[config.mk]
export PLATFORM = sky130hd
export DESIGN_NAME = adcseq_top
export DESIGN_NICKNAME = d
export VERILOG_FILES = /design/src/adcseq_pkg.sv /design/src/adcseq_top.sv
export VERILOG_INCLUDE_DIRS = /design/src
export SDC_FILE = /design/constraint.sdc
export NUM_CORES = 1
export LEC_CHECK = 0
export BUFFER_PORTS_ARGS = -buffer_cell sky130_fd_sc_hd__buf_2
export CORE_ASPECT_RATIO = 1.75
export CORE_MARGIN = 2
export CORE_UTILIZATION = 40
export DETAILED_ROUTE_END_ITERATION = 10
export SLEW_MARGIN = 25
export SYNTH_ARGS = -nofsm -noshare
export SYNTH_HDL_FRONTEND = slang
export SYNTH_SLANG_ARGS = --single-unit
[constraint.sdc]
create_clock -name clock -period 5.3 [get_ports clock]
set_clock_uncertainty 0.15 [all_clocks]
set_input_delay 1.325 -clock clock [delete_from_list [all_inputs] [get_ports clock]]
set_output_delay 1.325 -clock clock [all_outputs]
set_load 0.02 [all_outputs]
[src/adcseq_defs.svh]
// constants for the converter state sequencer: offsets, fields, resets, timing
`ifndef ADCSEQ_DEFS_SVH
`define ADCSEQ_DEFS_SVH

// ----------------------------------------------------------------------------
// register byte offsets
// ----------------------------------------------------------------------------
`define ADCSEQ_OFS_CONTROL     5'h00
`define ADCSEQ_OFS_STATUS      5'h04
`define ADCSEQ_OFS_RESULT      5'h08
`define ADCSEQ_OFS_COEF_OFFSET 5'h0c
`define ADCSEQ_OFS_COEF_GAIN   5'h10

// ----------------------------------------------------------------------------
// field positions and reset values
// ----------------------------------------------------------------------------
`define ADCSEQ_CTRL_SLEEP_BIT  0
`define ADCSEQ_STAT_STATE_LSB  0
`define ADCSEQ_STAT_STATE_MSB  5
`define ADCSEQ_STAT_PCAL_BIT   8
`define ADCSEQ_STAT_PCONV_BIT  9
`define ADCSEQ_STAT_CHAN_LSB   12
`define ADCSEQ_STAT_CHAN_MSB   13
`define ADCSEQ_STAT_READY_BIT  16
`define ADCSEQ_STAT_CALOK_BIT  17
`define ADCSEQ_CTRL_RESET      1'b0

// ----------------------------------------------------------------------------
// timing, in master clock cycles unless marked
// ----------------------------------------------------------------------------
`define ADCSEQ_CLOCK_KHZ       125000
`define ADCSEQ_POR_DELAY_MS    10
`define ADCSEQ_POR_CYCLES      (`ADCSEQ_POR_DELAY_MS * `ADCSEQ_CLOCK_KHZ)
`define ADCSEQ_WAKE_CYCLES     1800
`define ADCSEQ_CAL_CYCLES      3246
`define ADCSEQ_SAMPLE_REQUEST_CYCLES     1622
`define ADCSEQ_FIRST_CYCLES    1624

`endif

[src/adcseq_pkg.sv]
// types for the converter state sequencer
package adcseq_pkg;

  // --------------------------------------------------------------------------
  // sequencer states, one-hot
  // --------------------------------------------------------------------------
  typedef enum logic [5:0] {
    ADCSEQ_POR     = 6'h01,
    ADCSEQ_WAKE    = 6'h02,
    ADCSEQ_STANDBY = 6'h04,
    ADCSEQ_CAL     = 6'h08,
    ADCSEQ_SAMPLE_REQUEST    = 6'h10,
    ADCSEQ_SLEEP   = 6'h20
  } adcseq_state_t;

  // --------------------------------------------------------------------------
  // pin group as sampled, two stages
  // --------------------------------------------------------------------------
  typedef struct packed {
    logic       trim;
    logic       sample;
    logic [1:0] chan;
    logic       polarity;
  } adcseq_pins_t;

endpackage

[src/adcseq_top.sv]
// converter state sequencer with avalon-mm register slave
//
// Implementation choices: the Avalon-MM slave port and the placing of the registers.
`timescale 1ns/1ps
`include "adcseq_defs.svh"

// Summary of operation
// - states are start-up, calibration, conversion and sleep; standby is idle.
// - after power-on, hold logic in reset about ten milliseconds.
// - then count 1800 master clocks of wake-up before acting.
// - commands seen during wake-up are remembered, run after wake-up ends.
// - with no command pending at wake-up end, go to standby.
// - calibration does offset step first, then gain step.
// - trim-request and sample-request both high enters calibration.
// - pin levels at power-on and sleep exit count as commands.
// - each rising sample-request latches both channel-select inputs.
// - calibration command in standby starts calibration at once.
// - calibration lasts 3246 master clocks.
// - finished calibration stores offset and gain coefficients on chip.
// - at calibration end, sample-request high converts, low goes standby.
// - sample-request re-rising with trim-request high restarts calibration.
// - sample-request re-rising with trim-request low during calibration is ignored.
// - channel and polarity inputs do not affect calibration.
// - trim pulse with sample held high gives ready strobe after conversion.
// - conversion start latches channel; output updates at filter completion.
// - continuous conversions on held sample-request take 1622 clocks each.
// - conversion from standby takes 1624 clocks before ready falls.
module adcseq_top
  import adcseq_pkg::*;
#(
  parameter int DATA_W     = 20,
  parameter int POR_CYCLES = `ADCSEQ_POR_CYCLES
) (
  input  wire logic              clock,
  input  wire logic              rst,
  input  wire logic              trim_request,
  input  wire logic              sample_request,
  input  wire logic              channel_sel_lo,
  input  wire logic              channel_sel_hi,
  input  wire logic              polarity_select,
  input  wire logic [DATA_W-1:0] filter_result,
  input  wire logic [DATA_W-1:0] offset_measure,
  input  wire logic [DATA_W-1:0] gain_measure,
  output logic                   result_ready_n,
  output logic [DATA_W-1:0]      result_data,
  output logic [1:0]             active_channel,
  output logic                   calibrating,
  input  wire logic [4:0]        avs_address,
  input  wire logic              avs_read,
  input  wire logic              avs_write,
  input  wire logic [31:0]       avs_writedata,
  input  wire logic [3:0]        avs_byteenable,
  output logic [31:0]            avs_readdata,
  output logic                   avs_waitrequest
);

  // --------------------------------------------------------------------------
  // sizes and checks
  // --------------------------------------------------------------------------
  localparam int CNT_W = 22;
  localparam logic [CNT_W-1:0] POR_LAST   = CNT_W'(POR_CYCLES - 1);
  localparam logic [CNT_W-1:0] WAKE_LAST  = CNT_W'(`ADCSEQ_WAKE_CYCLES - 1);
  localparam logic [CNT_W-1:0] CAL_LAST   = CNT_W'(`ADCSEQ_CAL_CYCLES - 1);
  localparam logic [CNT_W-1:0] CAL_HALF   = CNT_W'(`ADCSEQ_CAL_CYCLES / 2);
  localparam logic [CNT_W-1:0] SAMPLE_REQUEST_LAST  = CNT_W'(`ADCSEQ_SAMPLE_REQUEST_CYCLES - 1);
  localparam logic [CNT_W-1:0] FIRST_LAST = CNT_W'(`ADCSEQ_FIRST_CYCLES - 1);
  localparam logic [DATA_W-1:0] BIPOLAR_OFS = {1'b1, {(DATA_W-1){1'b0}}};

  if (POR_CYCLES < 1 || POR_CYCLES >= (1 << CNT_W)) begin : g_por_chk
    $error("POR_CYCLES out of counter range");
  end
  if (DATA_W < 2 || DATA_W > 32) begin : g_width_chk
    $error("DATA_W must lie between 2 and 32");
  end

  // --------------------------------------------------------------------------
  // whole state of the block
  // --------------------------------------------------------------------------
  typedef struct packed {
    adcseq_pins_t      sync1;
    adcseq_pins_t      sync2;
    logic              sample_prev;
    adcseq_state_t     state;
    logic [CNT_W-1:0]  cnt;
    logic              first_sample_request;
    logic              pend_cal;
    logic              pend_sample_request;
    logic [1:0]        chan_latch;
    logic [1:0]        chan_active;
    logic              ready_n;
    logic [DATA_W-1:0] result;
    logic [DATA_W-1:0] coef_offset;
    logic [DATA_W-1:0] coef_gain;
    logic              cal_valid;
    logic              sleep_cmd;
    logic              waitreq;
    logic [31:0]       rdata;
  } adcseq_regs_t;

  adcseq_regs_t r;
  adcseq_regs_t next_r;

  logic         sample_rise;
  logic         cal_cmd;
  logic         bus_req;
  logic         bus_hit;
  logic [31:0]  status_word;

  // --------------------------------------------------------------------------
  // derived terms
  // --------------------------------------------------------------------------
  // only the second sync stage feeds any logic
  assign sample_rise = r.sync2.sample & ~r.sample_prev;
  assign cal_cmd     = r.sync2.trim & r.sync2.sample;
  assign bus_req     = avs_read | avs_write;
  assign bus_hit     = bus_req & r.waitreq;

  always_comb begin
    status_word = 32'h0;
    status_word[`ADCSEQ_STAT_STATE_MSB:`ADCSEQ_STAT_STATE_LSB] = r.state;
    status_word[`ADCSEQ_STAT_PCAL_BIT]  = r.pend_cal;
    status_word[`ADCSEQ_STAT_PCONV_BIT] = r.pend_sample_request;
    status_word[`ADCSEQ_STAT_CHAN_MSB:`ADCSEQ_STAT_CHAN_LSB] = r.chan_active;
    status_word[`ADCSEQ_STAT_READY_BIT] = ~r.ready_n;
    status_word[`ADCSEQ_STAT_CALOK_BIT] = r.cal_valid;
  end

  // --------------------------------------------------------------------------
  // next state
  // --------------------------------------------------------------------------
  always_comb begin
    next_r = r;
    next_r.sync1 = '{trim: trim_request, sample: sample_request,
                     chan: {channel_sel_hi, channel_sel_lo}, polarity: polarity_select};
    next_r.sync2 = r.sync1;
    next_r.sample_prev = r.sync2.sample;

    // channel latch follows every rising edge; calibration reads it only at its end, to pick the channel of the next conversion
    if (sample_rise) begin
      next_r.chan_latch = r.sync2.chan;
    end

    case (r.state)
      ADCSEQ_POR: begin
        // logic held idle for the power-on delay
        if (r.cnt == POR_LAST) begin
          next_r.state = ADCSEQ_WAKE;
          next_r.cnt   = '0;
        end else begin
          next_r.cnt = r.cnt + CNT_W'(1);
        end
      end

      ADCSEQ_WAKE: begin
        // commands are caught here but act only when the count runs out
        if (cal_cmd) begin
          next_r.pend_cal = 1'b1;
        end
        if (sample_rise || r.sync2.sample) begin
          next_r.pend_sample_request = 1'b1;
        end
        if (r.cnt == WAKE_LAST) begin
          next_r.cnt       = '0;
          next_r.pend_cal  = 1'b0;
          next_r.pend_sample_request = 1'b0;
          if (r.pend_cal || cal_cmd) begin
            next_r.state = ADCSEQ_CAL;
          end else if (r.pend_sample_request || r.sync2.sample) begin
            next_r.state       = ADCSEQ_SAMPLE_REQUEST;
            next_r.first_sample_request  = 1'b1;
            next_r.chan_active = sample_rise ? r.sync2.chan : r.chan_latch;
            next_r.ready_n     = 1'b1;
          end else begin
            next_r.state = ADCSEQ_STANDBY;
          end
        end else begin
          next_r.cnt = r.cnt + CNT_W'(1);
        end
      end

      ADCSEQ_STANDBY: begin
        next_r.cnt = '0;
        if (cal_cmd) begin
          next_r.state = ADCSEQ_CAL;
        end else if (sample_rise) begin
          next_r.state       = ADCSEQ_SAMPLE_REQUEST;
          next_r.first_sample_request  = 1'b1;
          next_r.chan_active = r.sync2.chan;
          next_r.ready_n     = 1'b1;
        end else if (r.sleep_cmd) begin
          next_r.state = ADCSEQ_SLEEP;
        end
      end

      ADCSEQ_CAL: begin
        // trim level is not looked at again except on a fresh sample edge
        if (sample_rise && r.sync2.trim) begin
          next_r.cnt = '0;
        end else if (r.cnt == CAL_LAST) begin
          next_r.cnt       = '0;
          next_r.coef_gain = gain_measure;
          next_r.cal_valid = 1'b1;
          if (r.sync2.sample) begin
            next_r.state       = ADCSEQ_SAMPLE_REQUEST;
            next_r.first_sample_request  = 1'b1;
            next_r.chan_active = r.chan_latch;
            next_r.ready_n     = 1'b1;
          end else begin
            next_r.state = ADCSEQ_STANDBY;
          end
        end else begin
          // a lone sample edge with trim low falls through here unused
          next_r.cnt = r.cnt + CNT_W'(1);
          if (r.cnt == CAL_HALF) begin
            next_r.coef_offset = offset_measure;
          end
        end
      end

      ADCSEQ_SAMPLE_REQUEST: begin
        if (cal_cmd) begin
          // both requests high outranks the running conversion
          next_r.state   = ADCSEQ_CAL;
          next_r.cnt     = '0;
          next_r.ready_n = 1'b1;
        end else if (sample_rise) begin
          // new command cuts the running conversion short
          next_r.cnt         = '0;
          next_r.first_sample_request  = 1'b1;
          next_r.chan_active = r.sync2.chan;
          next_r.ready_n     = 1'b1;
        end else if ((r.first_sample_request && r.cnt == FIRST_LAST) ||
                     (!r.first_sample_request && r.cnt == SAMPLE_REQUEST_LAST)) begin
          next_r.cnt     = '0;
          next_r.result  = r.sync2.polarity ? filter_result + BIPOLAR_OFS
                                            : filter_result;
          next_r.ready_n = 1'b0;
          next_r.first_sample_request = 1'b0;
          if (!r.sync2.sample) begin
            next_r.state = ADCSEQ_STANDBY;
          end
        end else begin
          next_r.cnt = r.cnt + CNT_W'(1);
          // strobe returns high once the next conversion is under way
          if (r.cnt == CNT_W'(0) && !r.ready_n && !r.first_sample_request) begin
            next_r.ready_n = 1'b1;
          end
        end
      end

      ADCSEQ_SLEEP: begin
        next_r.cnt = '0;
        if (!r.sleep_cmd) begin
          next_r.state     = ADCSEQ_WAKE;
          next_r.pend_cal  = 1'b0;
          next_r.pend_sample_request = 1'b0;
        end
      end

      default: begin
        next_r.state = ADCSEQ_POR;
        next_r.cnt   = '0;
      end
    endcase

    // ------------------------------------------------------------------------
    // avalon slave: one wait cycle, then answer
    // ------------------------------------------------------------------------
    next_r.waitreq = ~bus_hit;
    if (bus_hit && avs_read) begin
      case (avs_address)
        `ADCSEQ_OFS_CONTROL:     next_r.rdata = {31'h0, r.sleep_cmd};
        `ADCSEQ_OFS_STATUS:      next_r.rdata = status_word;
        `ADCSEQ_OFS_RESULT:      next_r.rdata = 32'(r.result);
        `ADCSEQ_OFS_COEF_OFFSET: next_r.rdata = 32'(r.coef_offset);
        `ADCSEQ_OFS_COEF_GAIN:   next_r.rdata = 32'(r.coef_gain);
        default:                 next_r.rdata = 32'h0;
      endcase
    end
    // write lands at the edge where waitrequest is seen low
    if (avs_write && !r.waitreq && avs_address == `ADCSEQ_OFS_CONTROL && avs_byteenable[0]) begin
      next_r.sleep_cmd = avs_writedata[`ADCSEQ_CTRL_SLEEP_BIT];
    end

    // power-on reset is the only reset and restarts from start-up
    if (rst) begin
      next_r             = '0;
      next_r.state       = ADCSEQ_POR;
      next_r.ready_n     = 1'b1;
      next_r.waitreq     = 1'b1;
      next_r.sleep_cmd   = `ADCSEQ_CTRL_RESET;
    end
  end

  // --------------------------------------------------------------------------
  // state register, synchronous reset folded into next_r
  // --------------------------------------------------------------------------
  always_ff @(posedge clock) begin
    r <= next_r;
  end

  // --------------------------------------------------------------------------
  // outputs straight from flops
  // --------------------------------------------------------------------------
  assign result_ready_n  = r.ready_n;
  assign result_data     = r.result;
  assign active_channel  = r.chan_active;
  assign calibrating     = r.state[3];
  assign avs_readdata    = r.rdata;
  assign avs_waitrequest = r.waitreq;

endmodule // adcseq_top

After elaboration in Yosys (flattened, before gate mapping)
Cells that the tools add are included.
Storage, ports and cells
  flip-flop bits (word level): 142
  output and inout bits: 57
Cells by class
  add/sub/neg operators: 2
  equality and inequality tests: 35
  mux-type cells: 55
  bitwise operators: 11
  reductions and logical operators: 29
Operators by type and width (number)
  $pmux W28 S6: 1
  $mux W22: 5
  $pmux W20 S5: 1
  $mux W6: 12
  $eq A22 B11 Y1 const B: 3
  $mux W28: 1
  $mux W3: 9
  $ne A2 B2 Y1 const B: 12
  $mux W23: 1
  $add A22 B1 Y22 const B: 1
  $eq A22 B12 Y1 const B: 1
  $eq A22 B21 Y1 const B: 1
  $logic_not A22 Y1: 1
  $reduce_and A11 Y1: 2
  $add A20 B20 Y20 const B: 1
  $mux W20: 1
  $ne A3 B3 Y1 const B: 6
  $mux W1: 15
  $pmux W3 S4: 1
  $eq A5 B4 Y1 const B: 2
  $mux W5: 2
  $reduce_and A10 Y1: 1
  $logic_and A1 B1 Y1: 9
  $reduce_and A3 Y1: 3
  other kinds (23): 40

Longest topological paths before layout
  word-level depth: 8
  gate-level depth with buffers: 9

Least setup slack after synthesis
OpenSTA, ideal clock, no wires.
  kind: input -> register
  from: input avs_address[3]
  to: register r, in the netlist avs_readdata[3]
  library setup time: 65 ps
  arrival: 2867 ps
  data required time: 5085 ps
  setup slack: 2218 ps
  stages: 8
  path buffers: 2
  path through: nor4_1 and2_1 clkbuf_1 buf_1 nand2_1 a21oi_1 a21oi_1 nor2_1
Between the ends
  cells in the longest elaborated chain, start to end: 2
  elaborated cells between the ends (all ways): 6
Ends and longest elaborated chain
  start: declaration: line adcseq_top.sv:48  | input wire logic [4:0] avs_address,
  $eq A5 B5 Y1 (tied with other cells): line adcseq_top.sv:271  | case (avs_address)
  $pmux W20 S5 (*): line adcseq_top.sv:271
  end signal: assignment: line adcseq_top.sv:299  | r <= next_r;
  end: declaration: line adcseq_top.sv:100  | adcseq_regs_t r;
Mark *: on every way between the ends. The rest lies on a longest branch, timed or not.
A chain may end at the register's enable or synchronous reset.

Worst setup path in the final report
  from: input avs_address[2]
  to: register r, in the netlist avs_readdata[14]
Same word-level chain as after synthesis.

==> results.md <==
| Result | Value | Unit |
|:---|:---|:---|
| Hold Path Class | flip-flop to flip-flop | - |
| Layout filler cell count | 1470 | - |
| Crit-path cells | buf_2, nor4_1, and2_1, a222oi_1, nor2_1, a21oi_1, nor2_1 | - |
| WL/cell | 16.61 | um |
| Post-detail-place hpwl | 11.42 | mm |
| Post-detailed-route via-to-cell ratio | 5.392 | - |
| Proportion of layout cells with a drive suffix above 1 | 22.14 | % |
| Post-cts resize count | 0 | - |
| Dominant combinational cell family by area after synthesis | simple AND/OR/NAND/NOR gates | - |
| Total number of vias | 5128 | - |
| Max incr delay on CP | 0.75 | ns |
| Worst relative slew slack | 31.66 | % |
| Core outline area | 0.01491 | sq mm |
| # H-tree levels | 4 | - |
| GRT Resource Usage Total | 19.07 | % |
| Number of slew-limit violations in the final report | 0 | - |
| Max clock buf depth | 2 | - |
| Routability congestion estimate | 0.9001 | - |
| Number of remaining DRC errors | 0 | - |
| Critical path data required time | 5.49 | ns |
| Type of origin of the critical path | primary input | - |
| Highest clock frequency the design can meet | 0.3069 | GHz |
| Layout overhead on the synthesized area | 16.10 | % |
| Number of buffers created by CTS | 17 | - |
| Post-placement setup slack | 1.669 | ns |
| Die span in x | 97.48 | um |
| Adder-cell share of the synthesized area | 0.6136 | % |
| Final cell count without fillers | 951 | - |
| Worst hold margin | 0.2858 | ns |
| Xor and xnor area share after synthesis | 3.436 | % |
| Yosys warning count | 0 | - |
| CTS Hold Bufs | 0 | - |
| Run status | finished, final reports clean | - |
| Worst Path Max Fanout | 19 | - |
| Worst-margin pin slew | 1.024 | ns |
| Aggregate routed wire length | 15.80 | mm |
| Most frequently used flop master after synthesis | sky130_fd_sc_hd__dfxtp_1 | - |
| Clk_lat worst skew | 0.41 | ns |
| Final critical-path share of the clock period | 61.48 | % |
| Setup TNS | 0 | ns |
| Number of nets at the end of the flow | 868 | - |
| Grt total ovfl | 0 | - |
| Antenna violations before repair | 0 | - |
| Top-level port count | 167 | - |
| TritonCTS clock tree | yes | - |
| Share of the synthesized area in compound gates (AO/OA/AOI/OAI) | 11.95 | % |
| Placed Area | 0.006466 | sq mm |
| Simple-Gate Fraction of Synth Area | 20.72 | % |
| Core utilization of the finished layout | 47.63 | % |
| Post-CTS Setup Inserts | 0 | - |
| Clk pin slew, worst setup/hold paths | 0.06 | ns |
| Global-route wire length before repair | 25.29 | mm |
| Total power per unit cell area | 337.6 | mW/mm^2 |
| Initial DRC count | 448 | - |
| Most numerous cell on the critical path | sky130_fd_sc_hd__nor2_1 | - |
| Detailed-routing iteration count for the pre-antenna-repair pass | 6 | - |
| # rows | 59 | - |
| Via count of the first global-routing pass | 5142 | - |
| Total inserted antenna cells | 0 | - |
| Die Footprint | 0.01634 | sq mm |
| Sequential share of the synthesized area | 42.54 | % |
| Buffer type at the clock tree root | sky130_fd_sc_hd__clkbuf_16 | - |
| Final total power | 2.398 | mW |
| Setup repair after global routing missed its margin | no | - |
| Number of synthesized flops with an enable pin | 0 | - |
| Count of buffers from port buffering | 120 | - |
| Pin count of the biggest net entering global routing | 73 | - |
| Starting density of the core | 41.02 | % |
| Path type of the worst setup path | primary input to flip-flop | - |
| Final hold vios | 0 | - |
| Instance count after placement with tap cells included | 919 | - |
| Number of standard cells after synthesis | 694 | - |
| Finish-stage setup viols | 0 | - |
| Post-synthesis mux area share | 10.35 | % |
| Element type at the critical path end | flip-flop | - |
| Async set-reset flop share out of synthesis | 0 | % |
| Sequential cell area in the final layout | 0.002603 | sq mm |
| Post-synthesis cell area | 0.006117 | sq mm |
| Synthesis-stage register bit count | 130 | - |
| Cell variety after synth | 59 | - |
| Worst endpoint data arrival time | 3.45 | ns |
| Post-route antenna net violation count | 0 | - |
| Standby leakage power | 3.074 | nW |
| Num Clock Sinks | 130 | - |
| Multi-input combinational cell area | 0.002942 | sq mm |
| Clock period minus final worst setup slack | 3.258 | ns |
| Final setup slack of the worst path | 2.042 | ns |
| Avg Synthesized Cell Area | 8.814 | sq um |
| Final design area excluding fillers | 0.007102 | sq mm |
| Die outline height | 167.6 | um |
| Peak ir drop on the vdd network | 0.1714 | mV |
| Maxcap violations | 0 | - |
| Crit-path slowest cell | sky130_fd_sc_hd__and2_1 | - |
## routing by layer
layer | vias to the layer above | part of all wire (%) | GRT usage [%]
li1 | 2502 | - | -
met2 | 169 | 55 | 36.10
met5 | - | 0 | 0
met3 | 34 | 4.4 | 3.840
met1 | 2423 | 38 | 20.14
met4 | 0 | 2.8 | 8.092
## final timing paths
check | from | slack, ns | endpoint | cells after the start
setup reg to reg | calibrating | 2.48 | active_channel[1] | 6
hold / removal | r[138] | 0.29 | r[133] | 1
hold reg to reg | r[138] | 0.29 | r[133] | 1
setup / recovery | avs_address[2] | 2.04 | avs_readdata[14] | 7
## cell families after synthesis
kind of cell | after synthesis
simple gates | 261
flops | 130
compound gates | 106
buf+inv | 106
mux | 63
xor+xnor | 24
fa+ha+maj | 3
other cells | 1
## cell usage after synthesis, types with 2 or more instances
cell	n	share of area [%]
sky130_fd_sc_hd__a211oi_1	5	0.61
sky130_fd_sc_hd__a21oi_1	44	3.6
sky130_fd_sc_hd__a222oi_1	19	3.1
sky130_fd_sc_hd__a22oi_1	3	0.37
sky130_fd_sc_hd__a31oi_1	7	0.72
sky130_fd_sc_hd__and2_1	4	0.41
sky130_fd_sc_hd__and3_1	6	0.61
sky130_fd_sc_hd__buf_1	3	0.18
sky130_fd_sc_hd__buf_2	7	0.57
sky130_fd_sc_hd__buf_4	58	7.1
sky130_fd_sc_hd__clkbuf_1	27	1.7
sky130_fd_sc_hd__dfxtp_1	130	43
sky130_fd_sc_hd__ha_1	3	0.61
sky130_fd_sc_hd__inv_1	9	0.55
sky130_fd_sc_hd__mux2_2	2	0.37
sky130_fd_sc_hd__mux2i_1	61	10
sky130_fd_sc_hd__nand2_1	33	2.0
sky130_fd_sc_hd__nand2b_1	4	0.41
sky130_fd_sc_hd__nand3_1	13	1.1
sky130_fd_sc_hd__nand3b_1	2	0.25
sky130_fd_sc_hd__nand4_1	13	1.3
sky130_fd_sc_hd__nor2_1	132	8.1
sky130_fd_sc_hd__nor2b_1	16	1.6
sky130_fd_sc_hd__nor3_1	7	0.57
sky130_fd_sc_hd__nor4_1	7	0.72
sky130_fd_sc_hd__nor4_2	2	0.41
sky130_fd_sc_hd__nor4b_1	3	0.43
sky130_fd_sc_hd__nor4bb_1	4	0.65
sky130_fd_sc_hd__o211ai_1	5	0.61
sky130_fd_sc_hd__o21a_1	3	0.37
sky130_fd_sc_hd__o21ai_0	6	0.49
sky130_fd_sc_hd__o21bai_1	2	0.25
sky130_fd_sc_hd__o221ai_1	2	0.29
sky130_fd_sc_hd__or4_1	3	0.37
sky130_fd_sc_hd__or4b_1	2	0.33
sky130_fd_sc_hd__or4b_2	2	0.33
sky130_fd_sc_hd__xnor2_1	8	1.1
sky130_fd_sc_hd__xor2_1	16	2.3
## area by class of cell
class                   count  area share [%]
clock buffers              20           6.431
clock inverters            12           2.519
inverters                  10          0.5285
multi-input cells         469           41.42
flip-flops and latches    130           36.65
well taps                 183           3.224
repair buffers            127           9.232
## registers in the layout (all words and copies together) (netlist names)
name and count:
result_ready_n 1, calibrating 1, avs_readdata 20, avs_waitrequest 1, active_channel 2, r 85
result_data 20
## cell usage in the layout, fill, tap and decap left out, types with 5 or more instances in the layout
| cell type | n |
|---|---|
| sky130_fd_sc_hd__nand2_1 | 33 |
| sky130_fd_sc_hd__nor2b_1 | 15 |
| sky130_fd_sc_hd__and3_1 | 6 |
| sky130_fd_sc_hd__nand4_1 | 13 |
| sky130_fd_sc_hd__xnor2_1 | 8 |
| sky130_fd_sc_hd__o21ai_0 | 6 |
| sky130_fd_sc_hd__inv_1 | 9 |
| sky130_fd_sc_hd__buf_4 | 8 |
| sky130_fd_sc_hd__a31oi_1 | 7 |
| sky130_fd_sc_hd__mux2i_1 | 61 |
| sky130_fd_sc_hd__nor3_1 | 7 |
| sky130_fd_sc_hd__nor2_1 | 132 |
| sky130_fd_sc_hd__conb_1 | 12 |
| sky130_fd_sc_hd__nor4_1 | 7 |
| sky130_fd_sc_hd__buf_2 | 119 |
| sky130_fd_sc_hd__dfxtp_1 | 130 |
| sky130_fd_sc_hd__o211ai_1 | 5 |
| sky130_fd_sc_hd__xor2_1 | 16 |
| sky130_fd_sc_hd__a21oi_1 | 44 |
| sky130_fd_sc_hd__a211oi_1 | 5 |
| sky130_fd_sc_hd__nand3_1 | 13 |
| sky130_fd_sc_hd__clkbuf_16 | 17 |
| sky130_fd_sc_hd__a222oi_1 | 19 |
## power by group
part | internal, mW | leakage (nW) | switching [mW]
Clock | 0.814 | 0.303 | 0.427
Combinational | 0.0585 | 1.72 | 0.0885
Sequential | 0.991 | 1.05 | 0.0186
Total | 1.86 | 3.07 | 0.534
## worst max-delay path: cells and delay by family
kind | cells | cell delay [ns]
buf+inv | 1 | 0.13
compound gates | 2 | 0.31
simple gates | 4 | 1.68
No activity file was read; power rests on OpenSTA's default activity.
